`src/ewsp_cfg.svh`:
```
// Purpose : Timing and status-bit constants for the parallel EEPROM host controller
// Assumes : 200 MHz ref_clk_in (5 ns period)
// Notes   : Counts derive from times in their own unit
`ifndef EWSP_CFG_SVH
`define EWSP_CFG_SVH

`define EWSP_CLK_PS          5000
// Strobe pulse width, least, ns
`define EWSP_T_WP_NS         100
`define EWSP_WP_CYC          ((`EWSP_T_WP_NS * 1000 + `EWSP_CLK_PS - 1) / `EWSP_CLK_PS)
// Strobe high time between byte loads, ns
`define EWSP_BYTE_LOAD_WINDOW_MIN_NS    100
`define EWSP_BLC_MIN_CYC     ((`EWSP_BYTE_LOAD_WINDOW_MIN_NS * 1000 + `EWSP_CLK_PS - 1) / `EWSP_CLK_PS)
// Byte load window, longest, us
`define EWSP_BYTE_LOAD_WINDOW_MAX_US    100
`define EWSP_BLC_MAX_CYC     ((`EWSP_BYTE_LOAD_WINDOW_MAX_US * 1000000) / `EWSP_CLK_PS)
// Read access, least, ns
`define EWSP_T_RD_NS         150
`define EWSP_RD_CYC          ((`EWSP_T_RD_NS * 1000 + `EWSP_CLK_PS - 1) / `EWSP_CLK_PS)
// Power-on write inhibit, longest, ms
`define EWSP_T_INIT_MS       10
`define EWSP_INIT_CYC        ((`EWSP_T_INIT_MS * 1000000) / (`EWSP_CLK_PS / 1000))
// Self-timed write, longest, ms
`define EWSP_T_WC_MS         5
`define EWSP_WC_CYC          ((`EWSP_T_WC_MS * 1000000) / (`EWSP_CLK_PS / 1000))
`define EWSP_TOGGLE_BIT      6
`define EWSP_POLL_BIT        7
`define EWSP_CNT_W           32

`endif

```
`src/ewsp_pkg.sv`:
```
// Purpose : Types shared by the EEPROM host controller
// Assumes : Nothing
// Notes   : A request can run several bus cycles: command writes, a data write and polling reads
package ewsp_pkg;
  typedef enum logic [2:0] {
    EWSP_OP_READ,
    EWSP_OP_WRITE,
    EWSP_OP_LOCK,
    EWSP_OP_UNLOCK,
    EWSP_OP_POLL
  } ewsp_op_t;
endpackage

```
`src/ewsp_strobe_if.sv`:
```
// Purpose : Carries one bus cycle between sequencer and strobe engine
// Assumes : Single clock domain
// Notes   : start is a one-cycle pulse, done a one-cycle pulse
`timescale 1ns/1ps
interface ewsp_strobe_if #(parameter int AW = 15) ();
  logic          start;
  logic          is_wr;
  logic [AW-1:0] addr;
  logic [7:0]    wdata;
  logic          done;
  logic [7:0]    rdata;
  modport seq (output start, output is_wr, output addr, output wdata,
               input done, input rdata);
  modport eng (input start, input is_wr, input addr, input wdata,
               output done, output rdata);
endinterface

```
`src/ewsp_host.sv`:
```
// Purpose : Host controller for a parallel EEPROM with software write lock
// Assumes : Device pins at the top, 200 MHz clock, synchronous reset
// Notes   : Lock and unlock command words are parameters
`include "ewsp_cfg.svh"
`timescale 1ns/1ps
// Operation
// - With the lock on, each write needs the three-command lock sequence first.
// - Lock enable is three command writes of fixed address and data.
// - Command writes and following writes use byte-load page timing.
// - Data writes after the sequence start inside the byte-load window.
// - With lock on, every write is preceded by the three commands.
// - Six command writes clear the lock.
module ewsp_host
  import ewsp_pkg::*;
#(
  parameter int              AW        = 15,
  parameter int unsigned     INIT_CYC  = `EWSP_INIT_CYC,
  parameter int unsigned     WC_CYC    = `EWSP_WC_CYC,
  parameter logic [6*AW-1:0] CMD_ADDR  = {6{AW'(0)}},
  parameter logic [47:0]     CMD_DATA  = 48'h0000_0000_0000
) (
  input  wire logic          ref_clk_in,
  input  wire logic          sys_rst_in,
  input  wire logic          req_valid_in,
  input  wire ewsp_op_t      req_op_in,
  input  wire logic [AW-1:0] req_addr_in,
  input  wire logic [7:0]    req_data_in,
  input  wire logic          lock_on_in,
  input  wire logic          supply_ok_in,
  input  wire logic [7:0]    dq_in,
  output logic               req_ready_out,
  output logic               resp_valid_out,
  output logic [7:0]         resp_data_out,
  output logic               resp_timeout_out,
  output logic               lock_state_out,
  output logic               ce_n_out,
  output logic               oe_n_out,
  output logic               we_n_out,
  output logic               dq_oe_out,
  output logic [AW-1:0]      addr_out,
  output logic [7:0]         dq_out
);
  if (AW < 8 || AW > 24) begin : g_aw_chk
    $error("AW out of range");
  end
  if (INIT_CYC < 1 || WC_CYC < 1) begin : g_cnt_chk
    $error("Counts must be positive");
  end

  typedef enum {S_POR, S_IDLE, S_CMD, S_DATA, S_POLL, S_RESP} ewsp_st_t;
  ewsp_st_t                st_q;
  ewsp_op_t                op_q;
  logic [AW-1:0]           addr_q;
  logic [7:0]              data_q;
  logic [2:0]              idx_q;
  logic [2:0]              ncmd_q;
  logic [2:0]              base_q;
  logic                    busy_q;
  logic                    have_prev_q;
  logic [7:0]              prev_q;
  logic [`EWSP_CNT_W-1:0]  tmr_q;
  logic [1:0]              sup_sync_q;
  logic [7:0]              dq_s1_q;
  logic [7:0]              dq_s2_q;

  ewsp_strobe_if #(.AW(AW)) sif ();

  ewsp_strobe #(.AW(AW)) u_strobe (
    .ref_clk_in (ref_clk_in),
    .sys_rst_in (sys_rst_in),
    .bus        (sif),
    .dq_sync_in (dq_s2_q),
    .ce_n_out   (ce_n_out),
    .oe_n_out   (oe_n_out),
    .we_n_out   (we_n_out),
    .dq_oe_out  (dq_oe_out),
    .addr_out   (addr_out),
    .dq_out     (dq_out)
  );

  // ----------------------------------------------------------------
  // Pin synchronisers
  // ----------------------------------------------------------------
  always_ff @(posedge ref_clk_in) begin
    if (sys_rst_in) begin
      sup_sync_q <= '0;
      dq_s1_q    <= '0;
      dq_s2_q    <= '0;
    end else begin
      sup_sync_q <= {sup_sync_q[0], supply_ok_in};
      dq_s1_q    <= dq_in;
      dq_s2_q    <= dq_s1_q;
    end
  end

  logic sup_ok;
  assign sup_ok = sup_sync_q[1];

  // ----------------------------------------------------------------
  // Strobe request
  // ----------------------------------------------------------------
  logic          cyc_go;
  logic          cyc_wr;
  logic [AW-1:0] cyc_addr;
  logic [7:0]    cyc_data;

  always_comb begin
    cyc_go   = 1'b0;
    cyc_wr   = 1'b1;
    cyc_addr = addr_q;
    cyc_data = data_q;
    unique case (st_q)
      S_CMD: begin
        cyc_go   = !busy_q;
        cyc_addr = CMD_ADDR[(base_q + idx_q) * AW +: AW];
        cyc_data = CMD_DATA[(base_q + idx_q) * 8 +: 8];
      end
      S_DATA: cyc_go = !busy_q;
      S_POLL: begin
        cyc_go = !busy_q;
        cyc_wr = 1'b0;
      end
      default: cyc_go = 1'b0;
    endcase
  end

  assign sif.start = cyc_go;
  assign sif.is_wr = cyc_wr;
  assign sif.addr  = cyc_addr;
  assign sif.wdata = cyc_data;

  // ----------------------------------------------------------------
  // Operation sequencer
  // ----------------------------------------------------------------
  always_ff @(posedge ref_clk_in) begin
    if (sys_rst_in) begin
      st_q             <= S_POR;
      op_q             <= EWSP_OP_READ;
      addr_q           <= '0;
      data_q           <= '0;
      idx_q            <= '0;
      ncmd_q           <= '0;
      base_q           <= '0;
      busy_q           <= 1'b0;
      have_prev_q      <= 1'b0;
      prev_q           <= '0;
      tmr_q            <= '0;
      req_ready_out    <= 1'b0;
      resp_valid_out   <= 1'b0;
      resp_data_out    <= '0;
      resp_timeout_out <= 1'b0;
      lock_state_out   <= 1'b0;
    end else begin
      resp_valid_out <= 1'b0;
      if (cyc_go) begin
        busy_q <= 1'b1;
      end else if (sif.done) begin
        busy_q <= 1'b0;
      end
      unique case (st_q)
        S_POR: begin
          if (!sup_ok) begin
            tmr_q <= '0;
          end else if (tmr_q >= `EWSP_CNT_W'(INIT_CYC)) begin
            st_q          <= S_IDLE;
            req_ready_out <= 1'b1;
          end else begin
            tmr_q <= tmr_q + `EWSP_CNT_W'(1);
          end
        end
        S_IDLE: begin
          if (!sup_ok) begin
            st_q          <= S_POR;
            tmr_q         <= '0;
            req_ready_out <= 1'b0;
          end else if (req_valid_in) begin
            req_ready_out    <= 1'b0;
            resp_timeout_out <= 1'b0;
            op_q   <= req_op_in;
            addr_q <= req_addr_in;
            data_q <= req_data_in;
            idx_q  <= '0;
            have_prev_q <= 1'b0;
            tmr_q  <= '0;
            unique case (req_op_in)
              EWSP_OP_READ: st_q <= S_POLL;
              EWSP_OP_POLL: st_q <= S_POLL;
              EWSP_OP_LOCK: begin
                base_q <= 3'd0;
                ncmd_q <= 3'd3;
                st_q   <= S_CMD;
              end
              EWSP_OP_UNLOCK: begin
                base_q <= 3'd0;
                ncmd_q <= 3'd6;
                st_q   <= S_CMD;
              end
              EWSP_OP_WRITE: begin
                base_q <= 3'd0;
                ncmd_q <= 3'd3;
                st_q   <= lock_on_in ? S_CMD : S_DATA;
              end
              // Unknown op code answers at once
              default: st_q <= S_RESP;
            endcase
          end
        end
        S_CMD: begin
          if (sif.done) begin
            if (idx_q == ncmd_q - 3'd1) begin
              idx_q <= '0;
              if (op_q == EWSP_OP_LOCK) begin
                lock_state_out <= 1'b1;
                st_q           <= S_POLL;
              end else if (op_q == EWSP_OP_UNLOCK) begin
                lock_state_out <= 1'b0;
                st_q           <= S_POLL;
              end else begin
                st_q <= S_DATA;
              end
            end else begin
              idx_q <= idx_q + 3'd1;
            end
          end
        end
        S_DATA: begin
          if (sif.done) begin
            st_q <= S_POLL;
          end
        end
        S_POLL: begin
          tmr_q <= tmr_q + `EWSP_CNT_W'(1);
          if (sif.done) begin
            have_prev_q <= 1'b1;
            prev_q      <= sif.rdata;
            if (op_q == EWSP_OP_READ) begin
              resp_data_out <= sif.rdata;
              st_q          <= S_RESP;
            end else if (have_prev_q &&
                         prev_q[`EWSP_TOGGLE_BIT] == sif.rdata[`EWSP_TOGGLE_BIT] &&
                         // Polling bit must match the written data bit after a write
                         (op_q != EWSP_OP_WRITE ||
                          sif.rdata[`EWSP_POLL_BIT] == data_q[`EWSP_POLL_BIT])) begin
              // Two reads with the same toggle bit end the wait
              resp_data_out <= sif.rdata;
              st_q          <= S_RESP;
            end else if (tmr_q >= `EWSP_CNT_W'(WC_CYC) + `EWSP_CNT_W'(`EWSP_BLC_MAX_CYC)) begin
              resp_timeout_out <= 1'b1;
              resp_data_out    <= sif.rdata;
              st_q             <= S_RESP;
            end
          end
        end
        S_RESP: begin
          resp_valid_out <= 1'b1;
          req_ready_out  <= 1'b1;
          st_q           <= S_IDLE;
        end
      endcase
    end
  end
endmodule // ewsp_host

```
`src/ewsp_strobe.sv`:
```
// Purpose : Drives one read or write cycle on the EEPROM pins
// Assumes : Pins are registered in this module and passed straight through the top
// Notes   : Write pulse is far above the noise-reject width
`include "ewsp_cfg.svh"
`timescale 1ns/1ps
module ewsp_strobe
  import ewsp_pkg::*;
#(
  parameter int AW = 15
) (
  input  wire logic       ref_clk_in,
  input  wire logic       sys_rst_in,
  ewsp_strobe_if.eng      bus,
  input  wire logic [7:0] dq_sync_in,
  output logic            ce_n_out,
  output logic            oe_n_out,
  output logic            we_n_out,
  output logic            dq_oe_out,
  output logic [AW-1:0]   addr_out,
  output logic [7:0]      dq_out
);
  typedef enum {ST_IDLE, ST_PULSE, ST_GAP} ewsp_eng_t;
  ewsp_eng_t             st_q;
  logic [`EWSP_CNT_W-1:0] cnt_q;
  logic                  wr_q;

  // ----------------------------------------------------------------
  // Cycle sequencer
  // ----------------------------------------------------------------
  always_ff @(posedge ref_clk_in) begin
    if (sys_rst_in) begin
      st_q      <= ST_IDLE;
      cnt_q     <= '0;
      wr_q      <= 1'b0;
      ce_n_out  <= 1'b1;
      oe_n_out  <= 1'b1;
      we_n_out  <= 1'b1;
      dq_oe_out <= 1'b0;
      addr_out  <= '0;
      dq_out    <= '0;
      bus.done  <= 1'b0;
      bus.rdata <= '0;
    end else begin
      bus.done <= 1'b0;
      unique case (st_q)
        ST_IDLE: begin
          if (bus.start) begin
            wr_q     <= bus.is_wr;
            addr_out <= bus.addr;
            dq_out   <= bus.wdata;
            ce_n_out <= 1'b0;
            oe_n_out  <= bus.is_wr;
            we_n_out  <= !bus.is_wr;
            dq_oe_out <= bus.is_wr;
            cnt_q <= bus.is_wr ? `EWSP_CNT_W'(`EWSP_WP_CYC) : `EWSP_CNT_W'(`EWSP_RD_CYC);
            st_q  <= ST_PULSE;
          end
        end
        ST_PULSE: begin
          if (cnt_q > `EWSP_CNT_W'(1)) begin
            cnt_q <= cnt_q - `EWSP_CNT_W'(1);
          end else begin
            if (!wr_q) begin
              bus.rdata <= dq_sync_in;
            end
            ce_n_out  <= 1'b1;
            oe_n_out  <= 1'b1;
            we_n_out  <= 1'b1;
            dq_oe_out <= 1'b0;
            cnt_q     <= `EWSP_CNT_W'(`EWSP_BLC_MIN_CYC);
            st_q      <= ST_GAP;
          end
        end
        ST_GAP: begin
          if (cnt_q > `EWSP_CNT_W'(1)) begin
            cnt_q <= cnt_q - `EWSP_CNT_W'(1);
          end else begin
            bus.done <= 1'b1;
            st_q     <= ST_IDLE;
          end
        end
      endcase
    end
  end
endmodule // ewsp_strobe

```
`config.mk`:
```
export PLATFORM = sky130hd
export DESIGN_NAME = ewsp_host
export DESIGN_NICKNAME = d
export VERILOG_FILES = /design/src/ewsp_pkg.sv /design/src/ewsp_strobe_if.sv /design/src/ewsp_host.sv /design/src/ewsp_strobe.sv
export VERILOG_INCLUDE_DIRS = /design/src
export SDC_FILE = /design/constraint.sdc
export NUM_CORES = 1
export LEC_CHECK = 0
export BUFFER_PORTS_ARGS = -buffer_cell sky130_fd_sc_hd__buf_2
export CORE_UTILIZATION = 40
export DETAILED_ROUTE_END_ITERATION = 7
export PLACE_DENSITY_LB_ADDON = 0.05
export SLEW_MARGIN = 20
export SYNTH_ARGS = -nofsm -noshare
export SYNTH_HDL_FRONTEND = slang
export SYNTH_SLANG_ARGS = --single-unit
```
`constraint.sdc`:
```
create_clock -name ref_clk_in -period 3.5 [get_ports ref_clk_in]
set_clock_uncertainty 0.05 [all_clocks]
set_input_delay 0.175 -clock ref_clk_in [delete_from_list [all_inputs] [get_ports ref_clk_in]]
set_output_delay 0.175 -clock ref_clk_in [all_outputs]
set_load 0.02 [all_outputs]
```
# After elaboration in Yosys (flattened, before gate mapping)
# Cells that the tools add are included.
# word_totals
output_inout_bits	39
register_bits	236
# classes
n_lt_le_gt_ge	3
mux	71
mul	1
n_shift	2
reduce_logical	38
n_addsub	4
eq_ne	35
n_bitwise	3
# ops
cell	n
32-bit two-way mux	21
32-bit case mux with 3 select lines	3
32-bit case mux with 6 select lines	1
32-bit by 2-bit == test with 1-bit output, second input constant	3
90-bit by 8-bit indexed part select with 15-bit output, first input constant	1
32-bit by 1-bit == test with 1-bit output, second input constant	2
32-bit by 3-bit == test with 1-bit output, second input constant	2
32-bit zero test	2
48-bit by 7-bit indexed part select with 8-bit output, first input constant	1
32-bit by 1-bit adder with 32-bit output, second input constant	1
32-bit by 20-bit >= comparator with 1-bit output, second input constant	1
32-bit by 21-bit >= comparator with 1-bit output, second input constant	1
32-bit by 1-bit greater-than comparator with 1-bit output, second input constant	1
8-bit two-way mux	4
32-bit by 1-bit subtractor with 32-bit output, second input constant	1
1-bit two-way mux	24
2-bit != test, second input constant	11
4-bit AND reduction	5
3-bit two-way mux	6
3-bit AND reduction	6
15-bit two-way mux	1
3-bit by 2-bit == test with 1-bit output, second input constant	4
1-bit case mux with 2 select lines	6
3-bit case mux with 2 select lines	2
26 further kinds	47

# Longest topological paths before layout
# Gate-level depths: netlist (run 1).
# depth
depth_word	7
depth_mapped	9

# Modules after synthesis
# A second synthesis (run 1) with hierarchy kept.
# unflattened
cells_unflattened	921
area_unflattened_um2	7628.6
# by_module_without_submodules
module	n_inst	area_each_um2	cells_each	seq_area_each_um2
ewsp_host	1	4371.7	533	2001.9
ewsp_strobe	1	3256.9	388	1421.4

# Least setup slack after synthesis (run 1)
# OpenSTA, ideal clock, no wires.
# synth_timing
path_kind	reg2reg
startpoint	register tmr_q[11]
endpoint	register tmr_q[21]
synth_period_minus_slack_ns	2.800
path_slack_ns	0.700
required_ns	3.391
stages_incl_launch_ff	9
n_path_buf	2
arrival_ns	2.691
path_cell_list	dfxtp_1 buf_6 or4_1 o2111a_1 o311a_1 or4_1 buf_2 or4_1 nand2_1
# synth_between
elab_chain_cells	4
elab_cells_between_ends	7
# synth_lines
element	line	text
start: declaration	ewsp_host.sv:61	logic [`EWSP_CNT_W-1:0] tmr_q;
start signal: assignment	ewsp_host.sv:168	tmr_q <= tmr_q + `EWSP_CNT_W'(1);
start signal: assignment	ewsp_host.sv:232	tmr_q <= tmr_q + `EWSP_CNT_W'(1);
32-bit by 1-bit adder with 32-bit output	ewsp_host.sv:168, ewsp_host.sv:232	
32-bit two-way mux	ewsp_host.sv:164	end else if (tmr_q >= `EWSP_CNT_W'(INIT_CYC)) begin
32-bit two-way mux	ewsp_host.sv:162	if (!sup_ok) begin
32-bit case mux with 3 select lines	ewsp_host.sv:160	unique case (st_q)
# Parallel ways exist; a longest one is shown, timed or not. The select of a mux whose other input is x is not followed.
# A chain may end at the register's enable or synchronous reset.

# Final worst setup path (run 1)
# Same ends and word-level chain as after synthesis.

==> results.md, run 1 <==
* ANT cells at 0
* CP most frequent cell: or4_1
* Clock slew at reported path FFs at 0.07 ns
* Starting DRC count in detailed routing at 489
* Worst-Skew Late Latency at 0.43 ns
* CORE AREA at 0.0182 mm2
* Starting Density at 0.414
* WL final at around 18,000 um
* Area growth syn-to-layout at 20.3%
* CTS tree: built
* DRT antenna net count at 0
* Setup-failing EPs final at 0
* Hold path depth at 2
* Die X at 139 um
* Post-synth EDFFs at 0
* Power per cell area at 715 mW/mm2
* Worst Path Max Fanout at 12
* Die area at 0.0194 mm2
* FMAX at around 0.33 GHz
* Fraction of layout cells with a size suffix above 1 at 0.147
* Register bit total from synthesis at 171
* Die height at 139 um
* Vias in the first global route at between 6,000 and 7,000
* Slowest library cell on the worst path: or4_1
* Total Power at 6490 uW
* Vias per cell at approximately 5.4
* Cell count after synthesis at 910
* Initial antenna violation count at 0
* Final Max Slew Viols at 0
* Final hold violation count at 0
* Predominant post-synthesis flop cell: dfxtp_1
* CTS Buffer Depth at 2
* GP Congestion at 0.864
* Tcrit/Tclk final at 0.879
* Crit Path Class: reg -> reg
* CP Cell Sequence: or4_1, o2111a_1, o311a_1, or4_1, or4_1, nand2_1
* Num rows at 49
* Warnings from Yosys at 0
* VDD IR max at 0.776 mV
* Overflow after GRT at 0
* # DRC at 0
* Sequential share of the synthesized area at 0.454
* Synthesized area per cell at 8.29 um2
* Final min period at 3.08 ns
* CP required at 3.82 ns
* PortBufs at 77
* Largest net degree at the start of global routing at 68
* Worst setup EP type: flip-flop
* Util after Layout at 0.499
* Leakage at about 0.0036 uW
* Clock root buffer: clkbuf_16
* RSZ-0062 raised after global routing: no
* Final HPWL DP at 12,200 um
* Vias at 6,664
* Worst min path class: in -> reg
* Clk sinks at 171
* Status: completed
* Fin Setup TNS at 0 ns
* First-pass GRT wire length at 31,300 um
* Delay of the slowest critical-path stage at slightly below 0.7 ns
* Rel. slew slack at 0.343
* CTS Buf Count at 17
* Area of the mapped netlist at 0.00755 mm2
* Worst Setup Start Kind: flip-flop
* Synth unique cells at 61
* Io pins at 78
* Wire per inst at 14.8 um
* Arrival time worst endpoint at 3.39 ns
* Post-Syn Nets at 958
* Htree depth at 4
* Worst-margin pin slew at 0.985 ns
* Reg2reg path depth at 6
* Total GRT Usage at 0.197
* Max Cap Viol at 0
* Post-synth ARST share at 0
* DR pass1 iterations at 5
* Net count, final at 1,050
final timing paths:
| path | to | slack (ns) | from |
|---|---|---|---|
| worst max-delay path | tmr_q[21] | 0.42 | tmr_q[11] |
| worst min-delay path | resp_data_out[0] | 0.15 | sys_rst_in |
| worst max register to register | tmr_q[21] | 0.42 | tmr_q[11] |
| worst min register to register | dq_s2_q[0] | 0.39 | dq_s1_q[0] |
cells in the final DEF, fill, tap and decap left out, types with 5 or more instances in the layout:
cell type,synthesis,layout
xnor2_1,29,29
a21oi_1,102,102
nor2b_1,19,19
clkbuf_16,0,17
a31o_2,7,7
dlygate4sd3_1,0,35
and4_1,6,6
inv_1,25,25
or3_1,19,19
a211oi_1,14,14
o21ai_0,19,19
nand2_1,117,117
a21o_1,7,7
or2_2,5,5
a2111oi_0,5,5
dfxtp_1,171,171
buf_4,0,21
inv_8,0,5
o211ai_1,5,5
nand3_1,48,48
buf_2,6,76
nor3_1,15,15
nor4_1,16,16
or4_1,13,13
mux2i_1,19,19
nor2_1,90,89
ha_1,9,9
o31ai_1,5,5
and2_1,10,10
and3_1,5,5
nand4_1,12,12
nand3b_1,6,6
nand2b_1,8,8
registers in the layout (all words and copies together) (netlist names), 3 cells and up:
signal              flops
idx_q                   3
addr_q                 15
st_q                    3
u_strobe.addr_out      15
u_strobe.bus.rdata      8
op_q                    3
tmr_q                  32
u_strobe.cnt_q         32
dq_s1_q                 8
data_q                  8
resp_data_out           8
ncmd_q                  3
dq_s2_q                 8
u_strobe.dq_out         8
stage by stage:
step	hold WS, ns	setup WS [ns]	cell area (um2)	cells
2_1_floorplan	0.253	0.700	7550	910
3_3_place_gp	0.337	0.484	8140	1177
3_5_place_dp	0.338	0.452	8140	1177
4_1_cts	0.133	0.438	9080	1244
5_1_grt	0.154	0.250	9080	1244
6_report	0.151	0.424	9080	1244
layer usage:
layer,wire [um],GRT usage
met5,0,0
met2,8540,0.323
met4,179,0.0608
met3,796,0.0499
met1,8840,0.254
worst max-delay path, delay by kind of cell (launching register included):
family,cells,cell delay [ns]
AND/OR/NAND/NOR,4,1.81
AO/OA/AOI/OAI,2,0.77
flip-flops,1,0.38
cells by family after synthesis:
group	synth area share
compound gates	0.158
mux	0.0252
flops	0.454
xor+xnor	0.0413
buf+inv	0.0438
fa+ha+maj	0.0149
simple gates	0.263
synth_stat cells (2+ instances only):
master / number / share of area
dfxtp_1: 171 / 0.45
nand2_1: 117 / 0.058
a21oi_1: 102 / 0.068
nor2_1: 90 / 0.045
clkbuf_1: 50 / 0.025
nand3_1: 48 / 0.032
xnor2_1: 29 / 0.034
inv_1: 25 / 0.012
mux2i_1: 19 / 0.025
nor2b_1: 19 / 0.016
o21ai_0: 19 / 0.013
or3_1: 19 / 0.016
nor4_1: 16 / 0.013
nor3_1: 15 / 0.0099
a211oi_1: 14 / 0.014
or4_1: 13 / 0.013
nand4_1: 12 / 0.0099
and2_1: 10 / 0.0083
ha_1: 9 / 0.015
nand2b_1: 8 / 0.0066
a21o_1: 7 / 0.0070
a31o_2: 7 / 0.0081
and4_1: 6 / 0.0070
buf_2: 6 / 0.0040
nand3b_1: 6 / 0.0060
a2111oi_0: 5 / 0.0058
and3_1: 5 / 0.0041
o211ai_1: 5 / 0.0050
o31ai_1: 5 / 0.0050
or2_2: 5 / 0.0041
nor3b_1: 4 / 0.0040
o41ai_1: 4 / 0.0046
xor2_1: 4 / 0.0046
a31oi_1: 3 / 0.0025
a311o_1: 2 / 0.0027
a311oi_1: 2 / 0.0023
a41o_1: 2 / 0.0027
buf_1: 2 / 0.0010
o311ai_0: 2 / 0.0023
or4b_2: 2 / 0.0027
layout make-up:
type / instances / area (um2)
Inverter: 25 / 93.8
Tap cell: 229 / 287
Timing Repair Buffer: 132 / 888
Fill cell: 1743 / 9130
Clock buffer: 17 / 425
Clock inverter: 15 / 168
Multi-Input combinational cell: 655 / 3800
Sequential cell: 171 / 3420
power breakdown:
part | switching, uW | internal (uW)
Clock | 868 | 1020
Sequential | 117 | 2080
Combinational | 1500 | 913
Total | 2490 | 4010
repair_timing:
action | 4_1_cts | 5_1_grt
hold buffers | 35 | 0
gates resized for setup | 0 | 0
setup endpoints to repair | 0 | 0
hold endpoints to repair | 36 | 0
setup buffers | 0 | 0
(Power assumes the default switching activity.)
==> inputs of run 2 (changes only) <==
--- a/config.mk
+++ b/config.mk
@@ -10,6 +10,7 @@
 export CORE_UTILIZATION = 40
 export DETAILED_ROUTE_END_ITERATION = 7
 export PLACE_DENSITY_LB_ADDON = 0.05
+export RECOVER_POWER = 100
 export SLEW_MARGIN = 20
 export SYNTH_ARGS = -nofsm -noshare
 export SYNTH_HDL_FRONTEND = slang
==> results.md, run 2 (synthesized netlist as in run 1, its figures left out) <==
* Final HPWL DP at 12,200 um (unchanged)
* Htree depth at 4 (unchanged)
* Wire per inst at 14.8 um (+0.38%)
* Final hold violation count at 0 (unchanged)
* Worst min-delay path startpoint: sys_rst_in
* CORE AREA at 0.0182 mm2 (unchanged)
* VDD IR max at 0.728 mV (-6.2%)
* Reg2reg path depth at 6 (unchanged)
* Fillers at 1,765 (+1.3%)
* Fin Setup TNS at 0 ns (unchanged)
* Largest net degree at the start of global routing at 68 (unchanged)
* Final min period at 3.17 ns (+0.0950 ns)
* GR Util met3 at 0.0499 (unchanged)
* Clk sinks at 171 (unchanged)
* Tcrit/Tclk final at 0.906 (+0.0271)
* Total GRT Usage at 0.197 (unchanged)
* Worst-margin pin slew at 1.59 ns (+0.602 ns)
* Vias in the first global route at 6,445 (unchanged)
* Most common cell after layout, fill and taps aside: dfxtp_1
* First-pass GRT wire length at 31,300 um (unchanged)
* Met2 usage at 0.323 (unchanged)
* Crit Path Class: reg -> reg
* Worst Path Max Fanout at 17 (+5)
* Worst r2r src: tmr_q[11]
* Starting DRC count in detailed routing at 428 (-12%)
* Hold path depth at 2 (unchanged)
* Area growth syn-to-layout at 19.2%
* Clock slew at reported path FFs at 0.07 ns (about the same)
* M1 GR Usage at 0.254 (unchanged)
* Worst min path class: in -> reg
* Rel. slew slack at -0.0580 (-0.401)
* GP Congestion at 0.864 (unchanged)
* Net count, final at 1,050 (unchanged)
* RSZ-0062 raised after global routing: no
* DRT antenna net count at 0 (unchanged)
* Fraction of layout cells with a size suffix above 1 at 0.0995 (-0.0473)
* Failing checks: max-capacitance violations, max-slew violations
* PortBufs at 77 (unchanged)
* Vias at 6,644 (-0.30%)
* Die area at 0.0194 mm2 (unchanged)
* DR pass1 iterations at 5 (unchanged)
* GRT busiest layer: met2
* Max Cap Viol at 1 (+1)
* WL final at 18,400 um (+0.38%)
* Setup-failing EPs final at 0 (unchanged)
* CTS Buf Count at 17 (unchanged)
* Vias per cell at 5.34 (-0.30%)
* Post-CTS setup buffers at 0 (unchanged)
* Num rows at 49 (unchanged)
* Worst setup EP type: flip-flop
* Initial antenna violation count at 0 (unchanged)
* Die height at 139 um (unchanged)
* Clock root buffer: clkbuf_16
* Die X at 139 um (unchanged)
* # DRC at 0 (unchanged)
* Io pins at 78 (unchanged)
* Starting Density at 0.414 (unchanged)
* Arrival time worst endpoint at 3.47 ns (+0.08 ns)
* Final Max Slew Viols at 28 (+28)
* Leakage at 0.00338 uW (-5.5%)
* Worst Setup Start Kind: flip-flop
* Hold Slack at 0.151 ns (+0.0000810 ns)
* FMAX at 0.315 GHz (-3.0%)
* Worst-Skew Late Latency at 0.43 ns (about the same)
* Most frequent cells in the layout: 171 x dfxtp_1, 117 x nand2_1, 102 x a21oi_1, 90 x nor2_1, 48 x nand3_1
* Overflow after GRT at 0 (unchanged)
* Top Registers: tmr_q x32, u_strobe.cnt_q x32
* ANT cells at 0 (unchanged)
* Power per cell area at 715 mW/mm2 (about the same)
* Crit path from: tmr_q[11]
* CTS tree: built
* CP required at 3.80 ns (-0.02 ns)
* Status: finished with violations
* CTS Buffer Depth at 2 (unchanged)
==> run 2: per-stage QoR <==
step	util	cell area (um2)	total power, uW	worst slack, ns	cells
3_5_place_dp	0.447	8140	4580	0.452	1177
6_report	0.494	9000	6440	0.329	1244
2_1_floorplan	-	7550	3860	0.700	910
3_3_place_gp	0.447	8140	4540	0.484	1177
5_1_grt	0.494	9000	6830	0.136	1244
4_1_cts	0.499	9080	6520	0.438	1244
==> run 2: layout make-up <==
type	count	area, um2	area share
clock buffer	17	425	0.0473
clock inverter	15	168	0.0186
inverter	25	93.8	0.0104
multi-input combinational	655	3780	0.420
sequential	171	3420	0.381
tap	229	287	0.0318
timing repair buffer	132	818	0.0910
==> run 2: routing by layer <==
layer	routed length (um)	vias to the layer above
met5	0	-
met4	201	0
met3	765	18
met2	8510	135
met1	8950	3103
li1	-	3388
==> run 2: power by group <==
part,internal (uW),switching [uW],leakage (uW)
Sequential,2080,118,0.00138
Clock,1020,867,0.000291
Combinational,873,1480,0.00171
==> run 2: worst max-delay path, stage by stage (launching register included) <==
cell and delay (ns):
dfxtp_1 0.38, or4_1 0.55, o2111a_1 0.27, o311a_1 0.50, or2_0 0.57, or4_1 0.61
a21oi_1 0.16
==> run 2: what timing repair did <==
action                    CTS  global route
hold endpoints to repair   36             0
hold buffers               35             0
resized for setup           0             0
==> run 2: final timing paths <==
path	endpoint	slack (ns)
hold / removal	resp_data_out[0]	0.15
setup reg to reg	tmr_q[16]	0.33
hold reg to reg	dq_s2_q[0]	0.39
setup / recovery	tmr_q[16]	0.33
==> inputs of run 3 (changes only) <==
==> constraint.sdc (replaced) <==
create_clock -name ref_clk_in -period 3.5 [get_ports ref_clk_in]
set_clock_uncertainty 0.05 [all_clocks]
set_input_delay 0 -clock ref_clk_in [delete_from_list [all_inputs] [get_ports ref_clk_in]]
set_output_delay 0 -clock ref_clk_in [all_outputs]
set_load 0.02 [all_outputs]
==> results.md, run 3 (synthesized netlist as in run 1, its figures left out) <==
* Status: finished with violations
* Failing checks: max-capacitance violations, max-slew violations
* Num rows at 49 (unchanged)
* Power per cell area at 704 mW/mm2 (-1.5%)
* WL final at 18,500 um (+0.52%)
* Leakage at 0.00346 uW (+2.4%)
* Int Power at 3980 uW (+0.20%)
* Vias per cell at 5.36 (+0.38%)
* Die height at 139 um (unchanged)
* First-pass GRT wire length at 31,700 um (+1.2%)
* Overflow after GRT at 0 (unchanged)
* Fin Setup TNS at 0 ns (unchanged)
* Total GRT Usage at 0.199 (+0.00208)
* Final Max Slew Viols at 28 (unchanged)
* Net count, final at 1,064 (+1.3%)
* # DRC at 0 (unchanged)
* Clk sinks at 171 (unchanged)
* Rel. slew slack at -0.0607 (-0.00271)
* Worst Path Max Fanout at 17 (unchanged)
* Total Power at 6440 uW (about the same)
* Starting Density at 0.414 (unchanged)
* Area of the multi-input gates at 0.00378 mm2 (unchanged)
* VDD IR max at 0.724 mV (-0.57%)
* Final hold violation count at 0 (unchanged)
* Starting DRC count in detailed routing at 418 (-2.3%)
* Fraction of layout cells with a size suffix above 1 at 0.0982 (-0.00135)
* Util after Layout at 0.502 (+0.00770)
* Wire per inst at 14.7 um (-0.60%)
* Worst setup EP type: flip-flop
* Worst min path class: in -> reg
* Switching share of power at 0.382 (-0.00119)
* Worst-margin pin slew at 1.59 ns (+0.00407 ns)
* Htree depth at 4 (unchanged)
* CTS Buffer Depth at 2 (unchanged)
* CTS tree: built
* Vias at 6,744 (+1.5%)
* Reg power frac at 0.341 (about the same)
* CP required at 3.80 ns (about the same)
* CORE AREA at 0.0182 mm2 (unchanged)
* Final min period at 3.17 ns (-0.00155 ns)
* Most frequent cells in the layout: 171 x dfxtp_1, 117 x nand2_1, 102 x a21oi_1, 90 x nor2_1, 49 x dlygate4sd3_1
* Fillers at 1,761 (-0.23%)
* Hold Slack at 0.236 ns (+0.0846 ns)
* ANT cells at 0 (unchanged)
* Clock root buffer: clkbuf_16
* FMAX at 0.316 GHz (about the same)
* Arrival time worst endpoint at 3.47 ns (about the same)
* RSZ-0062 raised after global routing: no
* Clock slew at reported path FFs at 0.07 ns (about the same)
* Worst Setup Start Kind: flip-flop
* DRT antenna net count at 0 (unchanged)
* GP Congestion at 0.864 (unchanged)
* Max Cap Viol at 1 (unchanged)
* Setup-failing EPs final at 0 (unchanged)
* Tcrit/Tclk final at 0.905 (about the same)
* Die area at 0.0194 mm2 (unchanged)
* Vias in the first global route at 6,561 (+1.8%)
* Hold path depth at 7 (+5)
* Psw at 2460 uW (-0.31%)
* Comb pwr share at 0.366 (about the same)
* PortBufs at 77 (unchanged)
* Register area at 0.00342 mm2 (unchanged)
* Final HPWL DP at 12,200 um (unchanged)
* Clock power share at 0.293 (about the same)
* Io pins at 78 (unchanged)
* Initial antenna violation count at 0 (unchanged)
* CTS Buf Count at 17 (unchanged)
* Top Registers: tmr_q x32, u_strobe.cnt_q x32
* Area growth syn-to-layout at 21.1%
* DR pass1 iterations at 5 (unchanged)
* Crit Path Class: reg -> reg
* Reg2reg path depth at 6 (unchanged)
* Largest net degree at the start of global routing at 68 (unchanged)
* Gates resized, CTS repair at 0 (unchanged)
* Worst-Skew Late Latency at 0.43 ns (about the same)
* Die X at 139 um (unchanged)
* Most common cell after layout, fill and taps aside: dfxtp_1
run 3: worst max-delay path: stages (launching register included):
cell and delay, ns:
dfxtp_1 0.38, or4_1 0.55, o2111a_1 0.27, o311a_1 0.50
or2_0 0.56, or4_1 0.61, a21oi_1 0.17
run 3: power groups by stage:
| stage | Clock [uW] | Combinational [uW] | Sequential [uW] |
|---|---|---|---|
| 6_report | 1890 | 2360 | 2190 |
| 3_3_place_gp | 0 | 2310 | 2230 |
| 3_5_place_dp | 0 | 2350 | 2230 |
| 5_1_grt | 2030 | 2600 | 2210 |
| 2_1_floorplan | 0 | 1660 | 2200 |
| 4_1_cts | 1950 | 2400 | 2190 |
run 3: path summary, 6_finish.rpt:
check | start | to | slack, ns
setup reg to reg | tmr_q[11] | tmr_q[16] | 0.33
hold / removal | lock_on_in | st_q[0] | 0.24
setup / recovery | tmr_q[11] | tmr_q[16] | 0.33
hold reg to reg | dq_s1_q[0] | dq_s2_q[0] | 0.39
run 3: metal layers:
layer  up-vias  share of wire  GRT usage  wire [um]
li1       3417              -          -          -
met4         0          0.012     0.0608        224
met3        19          0.042     0.0489        769
met5         -              0          0          0
met2       145           0.47      0.328       8640
met1      3163           0.48      0.256       8880
run 3: cell type report:
| cell class | instances | share of cell area |
|---|---|---|
| Multi-Input combinational cell | 655 | 0.414 |
| Sequential cell | 171 | 0.375 |
| Timing Repair Buffer | 146 | 0.105 |
| Clock buffer | 17 | 0.0466 |
| Tap cell | 229 | 0.0314 |
| Clock inverter | 15 | 0.0184 |
| Inverter | 25 | 0.0103 |
run 3: stage by stage:
stage / instance area, um2 / instances / worst slack, ns
floorplan: 7550 / 910 / 0.700
global placement: 8140 / 1177 / 0.484
finish: 9140 / 1258 / 0.331
detailed placement: 8140 / 1177 / 0.452
CTS: 9220 / 1258 / 0.438
global route: 9140 / 1258 / 0.136
run 3: timing repair:
action | 4_1_cts | 5_1_grt
endpoints found under the hold margin | 67 | 0
setup buffers | 0 | 0
hold buffers | 49 | 0
